===== config.mk =====
export PLATFORM = sky130hd
export DESIGN_NAME = acr_control
export DESIGN_NICKNAME = d
export VERILOG_FILES = /design/src/design/acr_pkg.sv /design/src/design/acr_control.sv
export SDC_FILE = /design/constraint.sdc
export NUM_CORES = 1
export LEC_CHECK = 0
export BUFFER_PORTS_ARGS = -buffer_cell sky130_fd_sc_hd__buf_2
export CORE_AREA = 2 2 75 77
export DETAILED_ROUTE_END_ITERATION = 10
export DIE_AREA = 0 0 77 79
export HOLD_SLACK_MARGIN = 0.06
export PLACE_DENSITY = 0.84
export SLEW_MARGIN = 40
export SYNTH_ARGS = -nofsm -noshare
export SYNTH_HDL_FRONTEND = slang
export SYNTH_SLANG_ARGS = --single-unit

===== constraint.sdc =====
create_clock -name clk -period 3.4 [get_ports clk]
set_clock_uncertainty 0.15 [all_clocks]
set_input_delay 0.51 -clock clk [delete_from_list [all_inputs] [get_ports clk]]
set_output_delay 0.51 -clock clk [all_outputs]
set_load 0.05 [all_outputs]

===== src/design/acr_pkg.sv =====
// Purpose: Constants and types for the converter control and result block
// Assumes: One 100 MHz clock, synchronous active-high reset
// Notes: Register indices are byte addresses on the plain register port
// Operation
// Active flag set on start, cleared on end
// Trigger select: software write or hardware trigger
// Compare enable bit turns compare on
// Greater select: less-than or greater-or-equal
// Software writes zero to reserved bits
// Results update unless compare enabled and false
// High result holds bits nine:eight, zero in 8-bit
// Low result holds low eight bits
// High read blocks transfers until low read
// Result completing under block is discarded
// No interlock in 8-bit mode
// Results invalid after resolution change
// Upper compare bits used only in 10-bit
// Low compare bits always compared
// Low power select drives converter configuration
// Divide field divides converter clock by 1-8
// Long sample select sets sample period
// Resolution field: 00 8-bit, 10 10-bit
// Input clock select chooses converter clock source
// Complete flag set per compare, cleared by write/read
// First status write aborts, restarts unless off; the code restarts only with the software trigger selected
// Channel all ones turns converter off
// Active bit read-only, reads mostly side-effect free
// 10-bit compare is full unsigned value
package acr_pkg;
    localparam logic [2:0] ADDR_STATUS1   = 3'h0;
    localparam logic [2:0] ADDR_TRIGCMP   = 3'h1;
    localparam logic [2:0] ADDR_RESHIGH   = 3'h2;
    localparam logic [2:0] ADDR_RESLOW    = 3'h3;
    localparam logic [2:0] ADDR_CMPHIGH   = 3'h4;
    localparam logic [2:0] ADDR_CMPLOW    = 3'h5;
    localparam logic [2:0] ADDR_CONFIG    = 3'h6;
    localparam int BIT_COMPLETE  = 7;
    localparam int BIT_ACTIVE    = 7;
    localparam int BIT_TRIGSEL   = 6;
    localparam int BIT_CMPEN     = 5;
    localparam int BIT_CMPGT     = 4;
    localparam int BIT_LOWPOWER  = 7;
    localparam int BIT_LONGSAMP  = 4;
    localparam logic [1:0] RES_8BIT  = 2'h0;
    localparam logic [1:0] RES_10BIT = 2'h2;
    localparam logic [4:0] CHAN_OFF  = 5'h1F;
    localparam logic [7:0] RESET_BYTE = 8'h00;
    localparam logic [4:0] RESET_CHAN = 5'h1F;
    // Bus command bundle
    typedef struct packed {
        logic [2:0] addr;
        logic [7:0] wdata;
        logic       wr;
        logic       rd;
    } acr_bus_t;
    // Configuration register fields
    typedef struct packed {
        logic       lowPower;
        logic [1:0] clkDiv;
        logic       longSample;
        logic [1:0] resMode;
        logic [1:0] clkSel;
    } acr_cfg_t;
endpackage

===== src/design/acr_control.sv =====
// Purpose: Converter control, compare and result registers with read interlock
// Assumes: Converter core takes start/abort and returns a done pulse with data
// Notes: Register reads answer one cycle after the read strobe
//
// The strobed register port and the register offsets are this design's own decisions.
`timescale 1ns/1ns
module acr_control (
    input  wire logic             clk,          // 100 MHz clock
    input  wire logic             srst,         // Sync reset, active high
    input  wire acr_pkg::acr_bus_t bus,         // Register port command
    output logic [7:0]            rdata,        // Read data, cycle after strobe
    input  wire logic             hwTrigger,    // Hardware trigger input
    input  wire logic             alternate_clock_input,       // Alternate clock input level
    input  wire logic             asyncClk,     // Async clock input level
    input  wire logic             convDone,     // Core done pulse
    input  wire logic [9:0]       convData,     // Core result
    output logic                  convStart,    // Start pulse to core
    output logic                  convAbort,    // Abort pulse to core
    output logic                  convOff,      // Converter powered off
    output logic [4:0]            convChannel,  // Selected channel
    output logic                  convTick,     // Converter clock enable
    output acr_pkg::acr_cfg_t     convCfg       // Config to core
);
    import acr_pkg::*;

    logic       complete_q;
    logic [4:0] chan_q;
    logic       active_q;
    logic       trigSel_q;
    logic       cmpEn_q;
    logic       cmpGt_q;
    logic [1:0] cmpHigh_q;
    logic [7:0] cmpLow_q;
    acr_cfg_t   cfg_q;
    logic [9:0] result_q;
    logic       lock_q;
    logic       hwPrev_q;
    logic       altPrev_q;
    logic       asyncPrev_q;
    logic       half_q;
    logic [2:0] divCnt_q;
    logic       wrStatus;
    logic       rdHigh;
    logic       rdLow;
    logic       hwEdge;
    logic       startReq;
    logic       is10;
    logic [9:0] cmpVal;
    logic [9:0] resVal;
    logic       cmpTrue;
    logic       accept;
    logic       srcTick;
    logic [2:0] divMax;

    // Strobe decode
    assign wrStatus = bus.wr && (bus.addr == ADDR_STATUS1);
    assign rdHigh   = bus.rd && (bus.addr == ADDR_RESHIGH);
    assign rdLow    = bus.rd && (bus.addr == ADDR_RESLOW);
    assign hwEdge   = hwTrigger && !hwPrev_q;
    assign is10     = (cfg_q.resMode == RES_10BIT);

    // Start request from the selected trigger
    always_comb begin
        if (trigSel_q) begin
            startReq = hwEdge && (chan_q != CHAN_OFF);
        end else begin
            startReq = wrStatus && (bus.wdata[4:0] != CHAN_OFF);
        end
    end
    assign convStart = startReq;
    assign convAbort = wrStatus && active_q;
    assign convOff   = (chan_q == CHAN_OFF);
    assign convChannel = chan_q;
    assign convCfg   = cfg_q;

    // Compare operands
    always_comb begin
        if (is10) begin
            cmpVal = {cmpHigh_q, cmpLow_q};
            resVal = convData;
        end else begin
            cmpVal = {2'h0, cmpLow_q};
            resVal = {2'h0, convData[7:0]};
        end
    end
    assign cmpTrue = cmpGt_q ? (resVal >= cmpVal) : (resVal < cmpVal);
    assign accept  = convDone && active_q && (!cmpEn_q || cmpTrue);

    // Hardware trigger edge history
    always_ff @(posedge clk) begin
        if (srst) begin
            hwPrev_q <= 1'b0;
        end else begin
            hwPrev_q <= hwTrigger;
        end
    end

    // First status register: channel field
    always_ff @(posedge clk) begin
        if (srst) begin
            chan_q <= RESET_CHAN;
        end else if (wrStatus) begin
            chan_q <= bus.wdata[4:0];
        end
    end

    // Conversion active flag
    always_ff @(posedge clk) begin
        if (srst) begin
            active_q <= 1'b0;
        end else if (startReq) begin
            active_q <= 1'b1;
        end else if (convAbort || (convDone && active_q)) begin
            active_q <= 1'b0;
        end
    end

    // Complete flag: set wins over the low-result read clear, a status write clears
    always_ff @(posedge clk) begin
        if (srst) begin
            complete_q <= 1'b0;
        end else if (accept && !convAbort) begin
            complete_q <= 1'b1;
        end else if (wrStatus || rdLow) begin
            complete_q <= 1'b0;
        end
    end

    // Trigger and compare control, active bit not writable
    always_ff @(posedge clk) begin
        if (srst) begin
            trigSel_q <= 1'b0;
            cmpEn_q   <= 1'b0;
            cmpGt_q   <= 1'b0;
        end else if (bus.wr && bus.addr == ADDR_TRIGCMP) begin
            trigSel_q <= bus.wdata[BIT_TRIGSEL];
            cmpEn_q   <= bus.wdata[BIT_CMPEN];
            cmpGt_q   <= bus.wdata[BIT_CMPGT];
        end
    end

    // Compare value and configuration registers
    always_ff @(posedge clk) begin
        if (srst) begin
            cmpHigh_q <= 2'h0;
            cmpLow_q  <= RESET_BYTE;
            cfg_q     <= acr_cfg_t'(RESET_BYTE);
        end else if (bus.wr) begin
            if (bus.addr == ADDR_CMPHIGH) begin
                cmpHigh_q <= bus.wdata[1:0];
            end
            if (bus.addr == ADDR_CMPLOW) begin
                cmpLow_q <= bus.wdata;
            end
            if (bus.addr == ADDR_CONFIG) begin
                cfg_q <= acr_cfg_t'(bus.wdata);
            end
        end
    end

    // Read interlock, 10-bit mode only
    always_ff @(posedge clk) begin
        if (srst) begin
            lock_q <= 1'b0;
        end else if (rdLow || !is10) begin
            lock_q <= 1'b0;
        end else if (rdHigh) begin
            lock_q <= 1'b1;
        end
    end

    // Result transfer
    always_ff @(posedge clk) begin
        if (srst) begin
            result_q <= 10'h000;
        end else if (accept && !lock_q) begin
            result_q <= is10 ? convData : {2'h0, convData[7:0]};
        end
    end

    // Clock source edges, sampled as levels
    always_ff @(posedge clk) begin
        if (srst) begin
            altPrev_q   <= 1'b0;
            asyncPrev_q <= 1'b0;
            half_q      <= 1'b0;
        end else begin
            altPrev_q   <= alternate_clock_input;
            asyncPrev_q <= asyncClk;
            half_q      <= !half_q;
        end
    end

    // Source selection
    always_comb begin
        unique case (cfg_q.clkSel)
            2'h0: srcTick = 1'b1;
            2'h1: srcTick = half_q;
            2'h2: srcTick = alternate_clock_input && !altPrev_q;
            2'h3: srcTick = asyncClk && !asyncPrev_q;
        endcase
    end

    // Divide ratio
    always_comb begin
        unique case (cfg_q.clkDiv)
            2'h0: divMax = 3'h0;
            2'h1: divMax = 3'h1;
            2'h2: divMax = 3'h3;
            2'h3: divMax = 3'h7;
        endcase
    end

    // Divider counter
    always_ff @(posedge clk) begin
        if (srst) begin
            divCnt_q <= 3'h0;
        end else if (srcTick) begin
            divCnt_q <= (divCnt_q >= divMax) ? 3'h0 : divCnt_q + 3'h1;
        end
    end
    assign convTick = srcTick && (divCnt_q >= divMax);

    // Read data, free of side effects except flags and lock
    always_ff @(posedge clk) begin
        if (srst) begin
            rdata <= RESET_BYTE;
        end else if (bus.rd) begin
            unique case (bus.addr)
                ADDR_STATUS1: rdata <= {complete_q, 2'h0, chan_q};
                ADDR_TRIGCMP: rdata <= {active_q, trigSel_q, cmpEn_q, cmpGt_q, 4'h0};
                ADDR_RESHIGH: rdata <= {6'h00, result_q[9:8]};
                ADDR_RESLOW:  rdata <= result_q[7:0];
                ADDR_CMPHIGH: rdata <= {6'h00, cmpHigh_q};
                ADDR_CMPLOW:  rdata <= cmpLow_q;
                ADDR_CONFIG:  rdata <= cfg_q;
                default:      rdata <= RESET_BYTE;
            endcase
        end else begin
            rdata <= RESET_BYTE;
        end
    end

    // Checks
    lock_hold_a: assert property (@(posedge clk) disable iff (srst)
        lock_q && !rdLow && is10 |=> $stable(result_q))
        else $error("result changed while locked");
    lock_set_a: assert property (@(posedge clk) disable iff (srst)
        rdHigh && is10 && !rdLow |=> lock_q)
        else $error("lock not set");
    eight_nolock_a: assert property (@(posedge clk) disable iff (srst)
        !is10 |=> !lock_q)
        else $error("lock in 8-bit mode");
    active_set_a: assert property (@(posedge clk) disable iff (srst)
        convStart |=> active_q)
        else $error("active not set");
    active_clr_a: assert property (@(posedge clk) disable iff (srst)
        active_q && convDone && !startReq |=> !active_q)
        else $error("active not cleared");
    cmp_keep_a: assert property (@(posedge clk) disable iff (srst)
        convDone && cmpEn_q && !cmpTrue |=> $stable(result_q))
        else $error("result updated on false compare");
    complete_set_a: assert property (@(posedge clk) disable iff (srst)
        accept && !convAbort |=> complete_q)
        else $error("complete not set");
    off_start_a: assert property (@(posedge clk) disable iff (srst)
        wrStatus && bus.wdata[4:0] == CHAN_OFF |-> !convStart)
        else $error("start while off");
    high_zero_a: assert property (@(posedge clk) disable iff (srst)
        accept && !lock_q && !is10 |=> result_q[9:8] == 2'h0)
        else $error("upper bits nonzero in 8-bit");

    // Trigger source: only the selected trigger may start a conversion
    trig_sw_a: assert property (@(posedge clk) disable iff (srst)
        !trigSel_q && wrStatus && bus.wdata[4:0] != CHAN_OFF |-> convStart)
        else $error("software start missing");
    trig_swonly_a: assert property (@(posedge clk) disable iff (srst)
        !trigSel_q && !wrStatus |-> !convStart)
        else $error("start without status write");
    trig_hw_a: assert property (@(posedge clk) disable iff (srst)
        trigSel_q && hwEdge && !convOff |-> convStart)
        else $error("hardware start missing");
    trig_hwonly_a: assert property (@(posedge clk) disable iff (srst)
        trigSel_q && !hwEdge |-> !convStart)
        else $error("start without trigger edge");
    hw_off_a: assert property (@(posedge clk) disable iff (srst)
        trigSel_q && convOff |-> !convStart)
        else $error("hardware start while off");

    // Abort and restart on a status write
    abort_clr_a: assert property (@(posedge clk) disable iff (srst)
        convAbort && !startReq |=> !active_q)
        else $error("active kept after abort");
    start_abort_a: assert property (@(posedge clk) disable iff (srst)
        wrStatus && active_q |-> convAbort)
        else $error("status write did not abort");
    chan_load_a: assert property (@(posedge clk) disable iff (srst)
        wrStatus |=> convChannel == $past(bus.wdata[4:0]))
        else $error("channel not loaded");
    active_ro_a: assert property (@(posedge clk) disable iff (srst)
        bus.wr && bus.addr == ADDR_TRIGCMP && !startReq && !convAbort && !convDone
        |=> $stable(active_q))
        else $error("active bit written");

    // Result transfer and compare outcome
    result_free_a: assert property (@(posedge clk) disable iff (srst)
        !accept |=> $stable(result_q))
        else $error("result changed without completion");
    high_ten_a: assert property (@(posedge clk) disable iff (srst)
        accept && !lock_q && is10 |=> result_q == $past(convData))
        else $error("ten-bit result not stored");
    low_eight_a: assert property (@(posedge clk) disable iff (srst)
        accept && !lock_q && !is10 |=> result_q[7:0] == $past(convData[7:0]))
        else $error("eight-bit result not stored");
    cmp_eight_a: assert property (@(posedge clk) disable iff (srst)
        !is10 |-> cmpVal[9:8] == 2'h0 && resVal[9:8] == 2'h0)
        else $error("upper compare bits used");
    cmp_lt_a: assert property (@(posedge clk) disable iff (srst)
        cmpEn_q && !cmpGt_q && convDone && active_q && !lock_q && is10
        && convData < {cmpHigh_q, cmpLow_q} |=> result_q == $past(convData))
        else $error("less-than compare lost result");
    cmp_ge_a: assert property (@(posedge clk) disable iff (srst)
        cmpEn_q && cmpGt_q && convDone && !is10 && convData[7:0] < cmpLow_q
        |=> $stable(result_q))
        else $error("false greater compare stored");
    cmp_off_a: assert property (@(posedge clk) disable iff (srst)
        convDone && active_q && !cmpEn_q && !convAbort |=> complete_q)
        else $error("complete missing with compare off");

    // Complete flag clearing and holding
    complete_clr_a: assert property (@(posedge clk) disable iff (srst)
        (wrStatus || rdLow) && !accept |=> !complete_q)
        else $error("complete not cleared");
    complete_hold_a: assert property (@(posedge clk) disable iff (srst)
        !accept && !complete_q |=> !complete_q)
        else $error("complete set without completion");
    cmp_flag_a: assert property (@(posedge clk) disable iff (srst)
        convDone && cmpEn_q && !cmpTrue && !complete_q |=> !complete_q)
        else $error("complete set on false compare");

    // Interlock release
    unlock_a: assert property (@(posedge clk) disable iff (srst)
        rdLow |=> !lock_q)
        else $error("lock kept after low read");

    // Read data shape
    rd_idle_a: assert property (@(posedge clk) disable iff (srst)
        !bus.rd |=> rdata == RESET_BYTE)
        else $error("read data outside read");
    rd_high_a: assert property (@(posedge clk) disable iff (srst)
        bus.rd && bus.addr == ADDR_RESHIGH |=> rdata[7:2] == 6'h00)
        else $error("high result upper bits set");
    rd_trig_a: assert property (@(posedge clk) disable iff (srst)
        bus.rd && bus.addr == ADDR_TRIGCMP |=> rdata[3:0] == 4'h0)
        else $error("reserved control bits read back");
    rd_status_a: assert property (@(posedge clk) disable iff (srst)
        bus.rd && bus.addr == ADDR_STATUS1 |=> rdata[6:5] == 2'h0)
        else $error("status spare bits set");
    cfg_load_a: assert property (@(posedge clk) disable iff (srst)
        bus.wr && bus.addr == ADDR_CONFIG |=> 8'(convCfg) == $past(bus.wdata))
        else $error("configuration not loaded");

    // Converter clock source and divider
    tick_src_a: assert property (@(posedge clk) disable iff (srst)
        convTick |-> srcTick)
        else $error("tick without source tick");
    tick_div1_a: assert property (@(posedge clk) disable iff (srst)
        cfg_q.clkSel == 2'h0 && cfg_q.clkDiv == 2'h0 |-> convTick)
        else $error("undivided bus clock tick missing");
    half_src_a: assert property (@(posedge clk) disable iff (srst)
        cfg_q.clkSel == 2'h1 && srcTick && !(bus.wr && bus.addr == ADDR_CONFIG)
        |=> !srcTick)
        else $error("halved clock ticks twice");
    div_eight_a: assert property (@(posedge clk) disable iff (srst)
        cfg_q.clkDiv == 2'h3 && convTick && !(bus.wr && bus.addr == ADDR_CONFIG)
        |=> !convTick)
        else $error("divide by eight ticks twice");
    cover_hw_c: cover property (@(posedge clk) trigSel_q && convStart);
    cover_start_c: cover property (@(posedge clk) convStart ##[1:20] convDone);
    cover_lock_c: cover property (@(posedge clk) lock_q && convDone);
    cover_cmp_c: cover property (@(posedge clk) convDone && cmpEn_q && cmpTrue);
endmodule // acr_control


Word-level counts from Yosys, hierarchy flattened
Cells that the tools add are included.
{"block": "totals", "reg_bits": 54, "in_bits": 29, "out_inout_bits": 25, "word_cells": 91}
{"block": "classes", "addsub": 1, "order_cmp": 3, "n_eq_ne": 16, "muxes": 12, "bitwise_logic": 1, "reduce_logical": 37}
{"operator": "$pmux W8 S7", "n": 1}
{"operator": "$mux W10", "n": 2}
{"operator": "$logic_and A1 B1 Y1", "n": 15}
{"operator": "$pmux W3 S4", "n": 1}
{"operator": "$eq A2 B2 Y1 const B", "n": 5}
{"operator": "$ge A10 B10 Y1", "n": 1}
{"operator": "$lt A10 B10 Y1", "n": 1}
{"operator": "$ne A5 B5 Y1 const B", "n": 2}
{"operator": "$eq A3 B3 Y1 const B", "n": 3}
{"operator": "$logic_not A1 Y1", "n": 8}
{"operator": "$eq A3 B2 Y1 const B", "n": 2}
{"operator": "$mux W1", "n": 6}
{"operator": "$reduce_and A2 Y1", "n": 3}
{"operator": "$eq A5 B5 Y1 const B", "n": 1}
{"operator": "$eq A2 B1 Y1 const B", "n": 2}
{"operator": "$logic_not A2 Y1", "n": 2}
{"operator": "$logic_or A1 B1 Y1", "n": 4}
{"operator": "$pmux W1 S4", "n": 1}
{"operator": "$reduce_bool A2 Y1", "n": 2}
{"operator": "$reduce_or A2 Y1", "n": 2}
{"operator": "$add A3 B1 Y3 const B", "n": 1}
{"operator": "$eq A3 B1 Y1 const B", "n": 1}
{"operator": "$ge A3 B3 Y1", "n": 1}
{"operator": "$logic_not A3 Y1", "n": 1}
{"operator": "2 further kinds", "n": 2}

Depth between registers and ports, before layout
Gate-level depths: netlist of the first run.
{"block": "depth", "ltp_word": 8, "ltp_mapped": 9, "ltp_nobuf": 8}

Least setup slack after synthesis of the first run
Ideal clock, no wire load.
{"block": "synth_timing", "path_type": "reg-to-output", "startpoint": "register chan_q[2] (netlist: convChannel[2])", "endpoint": "output port convStart", "arrival_ps": 2223, "required_ps": 2740, "slack_ps": 517, "stages_incl_launch_ff": 4, "path_buffers": 0, "cell_sequence": "dfxtp_1 nand3_1 nor2_1 o32ai_1"}
{"block": "synth_via", "elab_chain_len": 3}
{"element": "from (decl)", "line_no": "acr_control.sv:27", "text": "logic [4:0] chan_q;"}
{"element": "from (signal assigned)", "line_no": "acr_control.sv:103", "text": "chan_q <= bus.wdata[4:0];"}
{"element": "$ne A5 B5 Y1", "line_no": "acr_control.sv:65", "text": "startReq = hwEdge && (chan_q != CHAN_OFF);"}
{"element": "$logic_and A1 B1 Y1", "line_no": "acr_control.sv:65"}
{"element": "$mux W1", "line_no": "acr_control.sv:64", "text": "if (trigSel_q) begin"}
{"element": "to (decl)", "line_no": "acr_control.sv:17", "text": "output logic convStart,"}
No other way between the ends.

Final worst setup path of the first run
{"block": "layout_timing", "startpoint": "register cfg_q (netlist bit convCfg[3])", "endpoint": "register result_q[6]"}
{"block": "layout_via", "elab_chain_len": 7, "word_cells_on_any_way": 9, "cone_classes": "order compare: 2; eq/ne: 1; mux: 3; reduce/logical: 3"}
{"element": "from (decl)", "line_no": "acr_control.sv:34", "text": "acr_cfg_t cfg_q;"}
{"element": "from (signal assigned)", "line_no": "acr_control.sv:147", "text": "cfg_q <= acr_cfg_t'(RESET_BYTE);"}
{"element": "from (signal assigned)", "line_no": "acr_control.sv:156", "text": "cfg_q <= acr_cfg_t'(bus.wdata);"}
{"element": "$eq A2 B2 Y1 *", "line_no": "acr_control.sv:60", "text": "assign is10 = (cfg_q.resMode == RES_10BIT);"}
{"element": "$mux W10", "line_no": "acr_control.sv:78", "text": "if (is10) begin"}
{"element": "$lt A10 B10 Y1 / $ge A10 B10 Y1 (equally long branches)", "line_no": "acr_control.sv:86", "text": "assign cmpTrue = cmpGt_q ? (resVal >= cmpVal) : (resVal < cmpVal);"}
{"element": "$mux W1 *", "line_no": "acr_control.sv:86"}
{"element": "$logic_or A1 B1 Y1 *", "line_no": "acr_control.sv:87", "text": "assign accept = convDone && active_q && (!cmpEn_q || cmpTrue);"}
{"element": "$logic_and A1 B1 Y1 *", "line_no": "acr_control.sv:87"}
{"element": "$logic_and A1 B1 Y1 *", "line_no": "acr_control.sv:176", "text": "end else if (accept && !lock_q) begin"}
{"element": "to (signal assigned)", "line_no": "acr_control.sv:177", "text": "result_q <= is10 ? convData : {2'h0, convData[7:0]};"}
{"element": "to (decl)", "line_no": "acr_control.sv:35", "text": "logic [9:0] result_q;"}
Every way passes the cells marked *; elsewhere a longest branch is shown, timed or not.
A chain may end at the register's enable or synchronous reset.

==> results.cfg, run 1 <==
[synthesis]
synth_seq_cells = 54
synth_warnings = 0
yosys.area.top_type = dfxtp_1
avgSynthCellArea_um2 = 8.54
post-synth-top-area-fraction_pct = 38.6
synth_fp_nets = 371
synth_area_mm2 = 0.00280
async_flop_share_pct = 0
synth_area_leaders = dfxtp_1 (39%), mux2i_1 (7.1%), nand2_1 (6.6%), ha_1 (6.3%), nand2b_1 (4.9%)
ys_types = 45
ys_seq_area_share_pct = 38.6
synth_cells = 328
synth_ff_type = dfxtp_1
synth_enable_flop_cells = 0

[sta]
finalHoldWorstSlack_ns = 0.265
worst_pin_slew_ns = 0.611
fin_crit_ns = 3.09
slew_headroom_pct = 59.2
fmax_ghz = 0.324
fin_crit_sh_pct = 90.9
fin_ws_ns = 0.310
rsz0062_at_grt = no
maxSlewViolCount = 0
setup-tns-final_ns = 0
hold_viol_final = 0
setup_viol = 0

[die]
dieArea_mm2 = 0.00608
start_util_pct = 52.5
die_x_um = 77
core-area_mm2 = 0.00534
io_pins = 54
rows = 27
die_h_um = 79

[clock_network]
cts_inserted_buffers = 5
clock-sinks = 54
cts_setup_buffers = 0
cts_resized = 0
cts.path.max_buffers = 2
cts_hold_buf = 0
clk_latency_ns = 0.31
clkTransAtPathRegs_ns = 0.11
h-tree-depth = 2
cts_root_buf = clkbuf_8
cts_tree = yes

[setup_path]
cp_data_required_time_ns = 3.49
cpPeakStageDelay_ns = 0.56
crit_chain = nor2b_1 > nand2_1 > ha_1 > nand4_1 > o311ai_0 > a2111o_1 > o311a_1 > mux2i_1
path_class = reg -> reg
slowest_stage = o311a_1
start_kind = register
end_kind = register
rrSetupSlack_ns = 0.31
critPathMaxFanout = 10
critical_path_arrival_ns = 3.18

[global_route]
antenna_found_initial = 0
grt_max_degree = 36
first_global_vias = 2420
grt.total_usage_pct = 24.3
grt_pass1_wl_um = 11700
gr-total-overflow = 0

[placed_design]
place_congestion = 0.923
port_buffers = 53
dpl.hpwl_um = 5290
pre_cts_ws_ns = 0.491

[power_and_ir_drop]
combPwrFrac_pct = 14.6
p_sw_share_pct = 29.5
p_int_uw = 862
power.density_mw_per_mm2 = 382
power.share.clock_pct = 31.5
p_sw_uw = 360
vdd_drop_max_mv = 0.200
seq_power_share_pct = 53.8
leakagePower_nw = 1.23

[flow_run]
max-cap-violations = 0

[drt]
wl_met2_um = 3350
highest_layer = met4
drt_pass1_iterations = 5
ant_nets = 0
vias_per_cell = 5.73
wl_per_cell_um = 16.0
wl_met3_um = 522
wl_um = 7160
drt_iter0_markers = 306
vias = 2560
drc = 0
m1WireLength_um = 3090

[min_path]
hold_path_class = in -> reg

[cells_and_area]
syn_to_final_growth_pct = 14.1
finalNetCount = 417
num_antenna_cells = 0
layout-drive-gt1-share_pct = 19.5

[run_status]
status = completed
==> kinds of logic after synthesis <==
family	share of synthesized area [%]
DFF	38.6
buffers and inverters	4.60
and+or+nand+nor	25.5
adders and majority gates	6.26
AOI/OAI and AO/OA	16.7
muxes	8.36
==> placed cells by master (no fill, tap or decap), types with 2 or more instances in the layout <==
cell      count
nor2b_1      13
a221oi_1      5
mux2_2        3
dfxtp_1      54
clkbuf_8      5
o21ai_0       7
buf_4         3
nand3b_1      3
a22oi_1       4
a21oi_1      27
nor3b_1       3
a211o_1       6
buf_2        53
nand2_1      49
and2_1        5
nor2_1       23
and3_1        2
ha_1         14
nand3_1       9
a211oi_1      9
nand2b_1     22
inv_1        13
mux2i_1      20
==> sequential cells by signal, summed over array words and instances (netlist names), 2 cells and up <==
| signal | flops |
|---|---|
| convCfg | 8 |
| convChannel | 5 |
| cmpLow_q | 8 |
| divCnt_q | 3 |
| result_q | 10 |
| cmpHigh_q | 2 |
| rdata | 8 |
==> through the flow <==
stage	util [%]	total power, mW	instance area (µm²)	cells
floorplan	-	0.791	2800	328
finish	59.9	1.22	3200	447
global placement	58.0	0.842	3100	439
detailed placement	58.0	0.847	3100	439
global route	59.9	1.27	3200	447
CTS	59.9	1.22	3200	447
==> layout make-up <==
type | instances | area (µm²)
multi-input combinational | 244 | 1590
tap | 72 | 90.1
inverter | 13 | 48.8
clock inverter | 3 | 28.8
clock buffer | 5 | 68.8
fill | 502 | 2140
timing repair buffer | 56 | 288
sequential | 54 | 1080
==> metal layers <==
metal,up-vias,global-route usage [%]
li1,1234,-
met4,0,11.1
met3,16,4.55
met1,1194,31.2
met5,-,0
met2,116,39.8
==> path summary, 6_finish.rpt <==
check	startpoint	to	cells past startpoint
max	convCfg[3]	result_q[6]	8
min	alternate_clock_input	altPrev_q	3
max reg2reg	convCfg[3]	result_q[6]	8
min reg2reg	half_q	half_q	1
==> synth_stat cells (2+ instances only) <==
master	count
nand3_1	9
nand2_1	49
ha_1	14
buf_2	4
nand2b_1	22
nor2b_1	13
nor2_1	23
a22oi_1	4
nand3b_1	3
a21oi_1	27
clkbuf_1	9
a211oi_1	9
dfxtp_1	54
and2_1	5
mux2_2	3
nor3b_1	3
o21ai_0	7
a211o_1	6
inv_1	13
buf_1	2
a221oi_1	5
and3_1	2
mux2i_1	20
==> worst max-delay path: cells and delay by family, from the launching register on <==
| kind | cells | cell delay (ns) |
|---|---|---|
| muxes | 1 | 0.26 |
| AOI/OAI and AO/OA | 3 | 1.21 |
| adders and majority gates | 1 | 0.33 |
| DFF | 1 | 0.38 |
| and+or+nand+nor | 3 | 0.69 |
==> power by group through the flow <==
stage | combinational (mW) | sequential (mW) | clock, mW
2_1_floorplan | 0.100 | 0.691 | 0
3_3_place_gp | 0.171 | 0.672 | 0
3_5_place_dp | 0.175 | 0.672 | 0
4_1_cts | 0.177 | 0.657 | 0.391
5_1_grt | 0.194 | 0.659 | 0.416
6_report | 0.179 | 0.658 | 0.386
Note: power is estimated with default switching activity, not from simulation.
==> inputs of run 2 (changes only) <==
--- a/config.mk
+++ b/config.mk
@@ -6,9 +6,9 @@
 export NUM_CORES = 1
 export LEC_CHECK = 0
 export BUFFER_PORTS_ARGS = -buffer_cell sky130_fd_sc_hd__buf_2
-export CORE_AREA = 2 2 75 77
+export CORE_AREA = 3 3 76 78
 export DETAILED_ROUTE_END_ITERATION = 10
-export DIE_AREA = 0 0 77 79
+export DIE_AREA = 0 0 79 81
 export HOLD_SLACK_MARGIN = 0.06
 export PLACE_DENSITY = 0.84
 export SLEW_MARGIN = 40
==> run 2 against run 1 <==
Against the previous run: critical path depth did not move; largest cell class unchanged; die area rose by 5.2%; largest power group unchanged; register-to-register slack improved by 0.16 ns; critical endpoint is now result_q[5]; sequential cell count did not move.
==> results.cfg, run 2 (synthesis results as in run 1) <==
[sta]
setup-tns-final_ns = 0
rsz0062_at_grt = no
setup_viol = 0
fin_crit_ns = 2.93
worst_pin_slew_ns = 0.619
fmax_ghz = 0.341
fin_crit_sh_pct = 86.3
maxSlewViolCount = 0
fin_ws_ns = 0.467
slew_headroom_pct = 58.8
hold_viol_final = 0

[setup_path]
critical_path_arrival_ns = 3.03
crit_buf_inv = 0
path_class = reg -> reg
critPathMaxFanout = 10
slowest_stage = o311a_1
r2r_end = result_q[5]
rrSetupSlack_ns = 0.47
cp_top_family = compound AO/OA/AOI/OAI gates
cp_data_required_time_ns = 3.50
crit_chain = nor2b_1 > nand2_1 > ha_1 > nand4_1 > o311ai_0 > a2111o_1 > o311a_1 > mux2i_1
cpPeakStageDelay_ns = 0.56
end_kind = register
reg2reg_from = convCfg[3]
start_kind = register
worstRegToRegCells = 8

[cells_and_area]
syn_to_final_growth_pct = 14.5
mostFrequentLayoutCells = dfxtp_1 (54), buf_2 (53), nand2_1 (49)
fin_cells = 444
regMostFlops = result_q
layout-drive-gt1-share_pct = 19.3
num_antenna_cells = 0
largest_reg_flops = 10
finalNetCount = 416
final_core_util_pct = 62.4
mostFrequentLayoutCell = dfxtp_1

[power_and_ir_drop]
leakagePower_nw = 1.24
power.share.clock_pct = 35.2
power.density_mw_per_mm2 = 402
combPwrFrac_pct = 13.7
seq_power_share_pct = 51.1
p_sw_uw = 357
p_int_uw = 931
vdd_drop_max_mv = 0.240
p_sw_share_pct = 27.7

[min_path]
hold_path_class = in -> reg
worstHoldStart = hwTrigger
hold_path_end = hwPrev_q
hold_path_depth = 2

[die]
rows = 26
die_h_um = 81
core-area_mm2 = 0.00514
die_x_um = 79
dieArea_mm2 = 0.00640
start_util_pct = 54.5
io_pins = 54

[clock_network]
h-tree-depth = 2
cts.path.max_buffers = 2
cts_tree = yes
cts_hold_buf = 0
clock-sinks = 54
cts_resized = 0
cts_inserted_buffers = 5
cts_setup_buffers = 0
clk_latency_ns = 0.32
cts_root_buf = clkbuf_8
clkTransAtPathRegs_ns = 0.10

[placed_design]
pre_cts_ws_ns = 0.479
post-place-cells = 436
place_congestion = 0.923
port_buffers = 53
dpl.hpwl_um = 5250

[global_route]
grt.total_usage_pct = 22.7
gr-total-overflow = 0
first_global_vias = 2323
grt_pass1_wl_um = 11300
grt_max_degree = 32
antenna_found_initial = 0

[drt]
wl_um = 7030
vias_per_cell = 5.70
vias = 2532
ant_nets = 0
drc = 0
wl_per_cell_um = 15.8
drt_iter0_markers = 243
drt_pass1_iterations = 5

[flow_run]
max-cap-violations = 0

[run_status]
status = completed
## run 2: cell types whose count changed in the layout (fill, tap and decap cells not counted)
| cell | change |
|---|---|
| inv_6 | -1 |
| buf_4 | -1 |
| clkinv_4 | -1 |
| bufinv_16 | +1 |
| clkinvlp_4 | +1 |
## run 2: power groups by stage
stage | registers, mW | clock network (mW) | logic [mW]
2_1_floorplan | 0.691 | 0 | 0.100
3_3_place_gp | 0.671 | 0 | 0.170
3_5_place_dp | 0.672 | 0 | 0.174
4_1_cts | 0.657 | 0.455 | 0.175
5_1_grt | 0.659 | 0.479 | 0.192
6_report | 0.657 | 0.454 | 0.177
## run 2: how the worst max path moves through the flow
stage,from,end,slack [ns],cells after the start
detailed placement,convCfg[3],result_q[5],0.48,8
CTS,convCfg[3],result_q[5],0.47,8
floorplan,convChannel[2],convStart,0.52,3
finish,convCfg[3],result_q[5],0.47,8
global route,convCfg[3],result_q[8],0.26,8
global placement,convData[8],result_q[2],0.68,8
## run 2: routing by layer
| layer | up-vias | global-route usage (%) | routed length (µm) |
|---|---|---|---|
| met5 | - | 0 | 0 |
| met4 | 0 | 8.76 | 174 |
| met3 | 19 | 5.32 | 645 |
| met2 | 116 | 36.4 | 3260 |
| met1 | 1162 | 29.6 | 2960 |
| li1 | 1235 | - | - |
## run 2: per-stage QoR
stage	total power, mW	cell area, µm²	hold slack [ns]
6_report	1.29	3210	0.255
5_1_grt	1.33	3210	0.279
4_1_cts	1.29	3210	0.263
3_5_place_dp	0.846	3090	0.257
3_3_place_gp	0.842	3090	0.252
2_1_floorplan	0.791	2800	0.244
## run 2: worst register-to-register path, delay by kind of cell, from the launching register on
| kind | cells | cell delay [ns] |
|---|---|---|
| AOI/OAI and AO/OA | 3 | 1.10 |
| and+or+nand+nor | 3 | 0.65 |
| DFF | 1 | 0.39 |
| adders and majority gates | 1 | 0.32 |
| muxes | 1 | 0.25 |
## run 2: final cells by class
type	count	area (µm²)
Sequential cell	54	1080
Tap cell	70	87.6
Clock buffer	5	68.8
Timing Repair Buffer	55	280
Multi-Input combinational cell	244	1590
Fill cell	476	1930
Inverter	13	48.8
Clock inverter	3	48.8
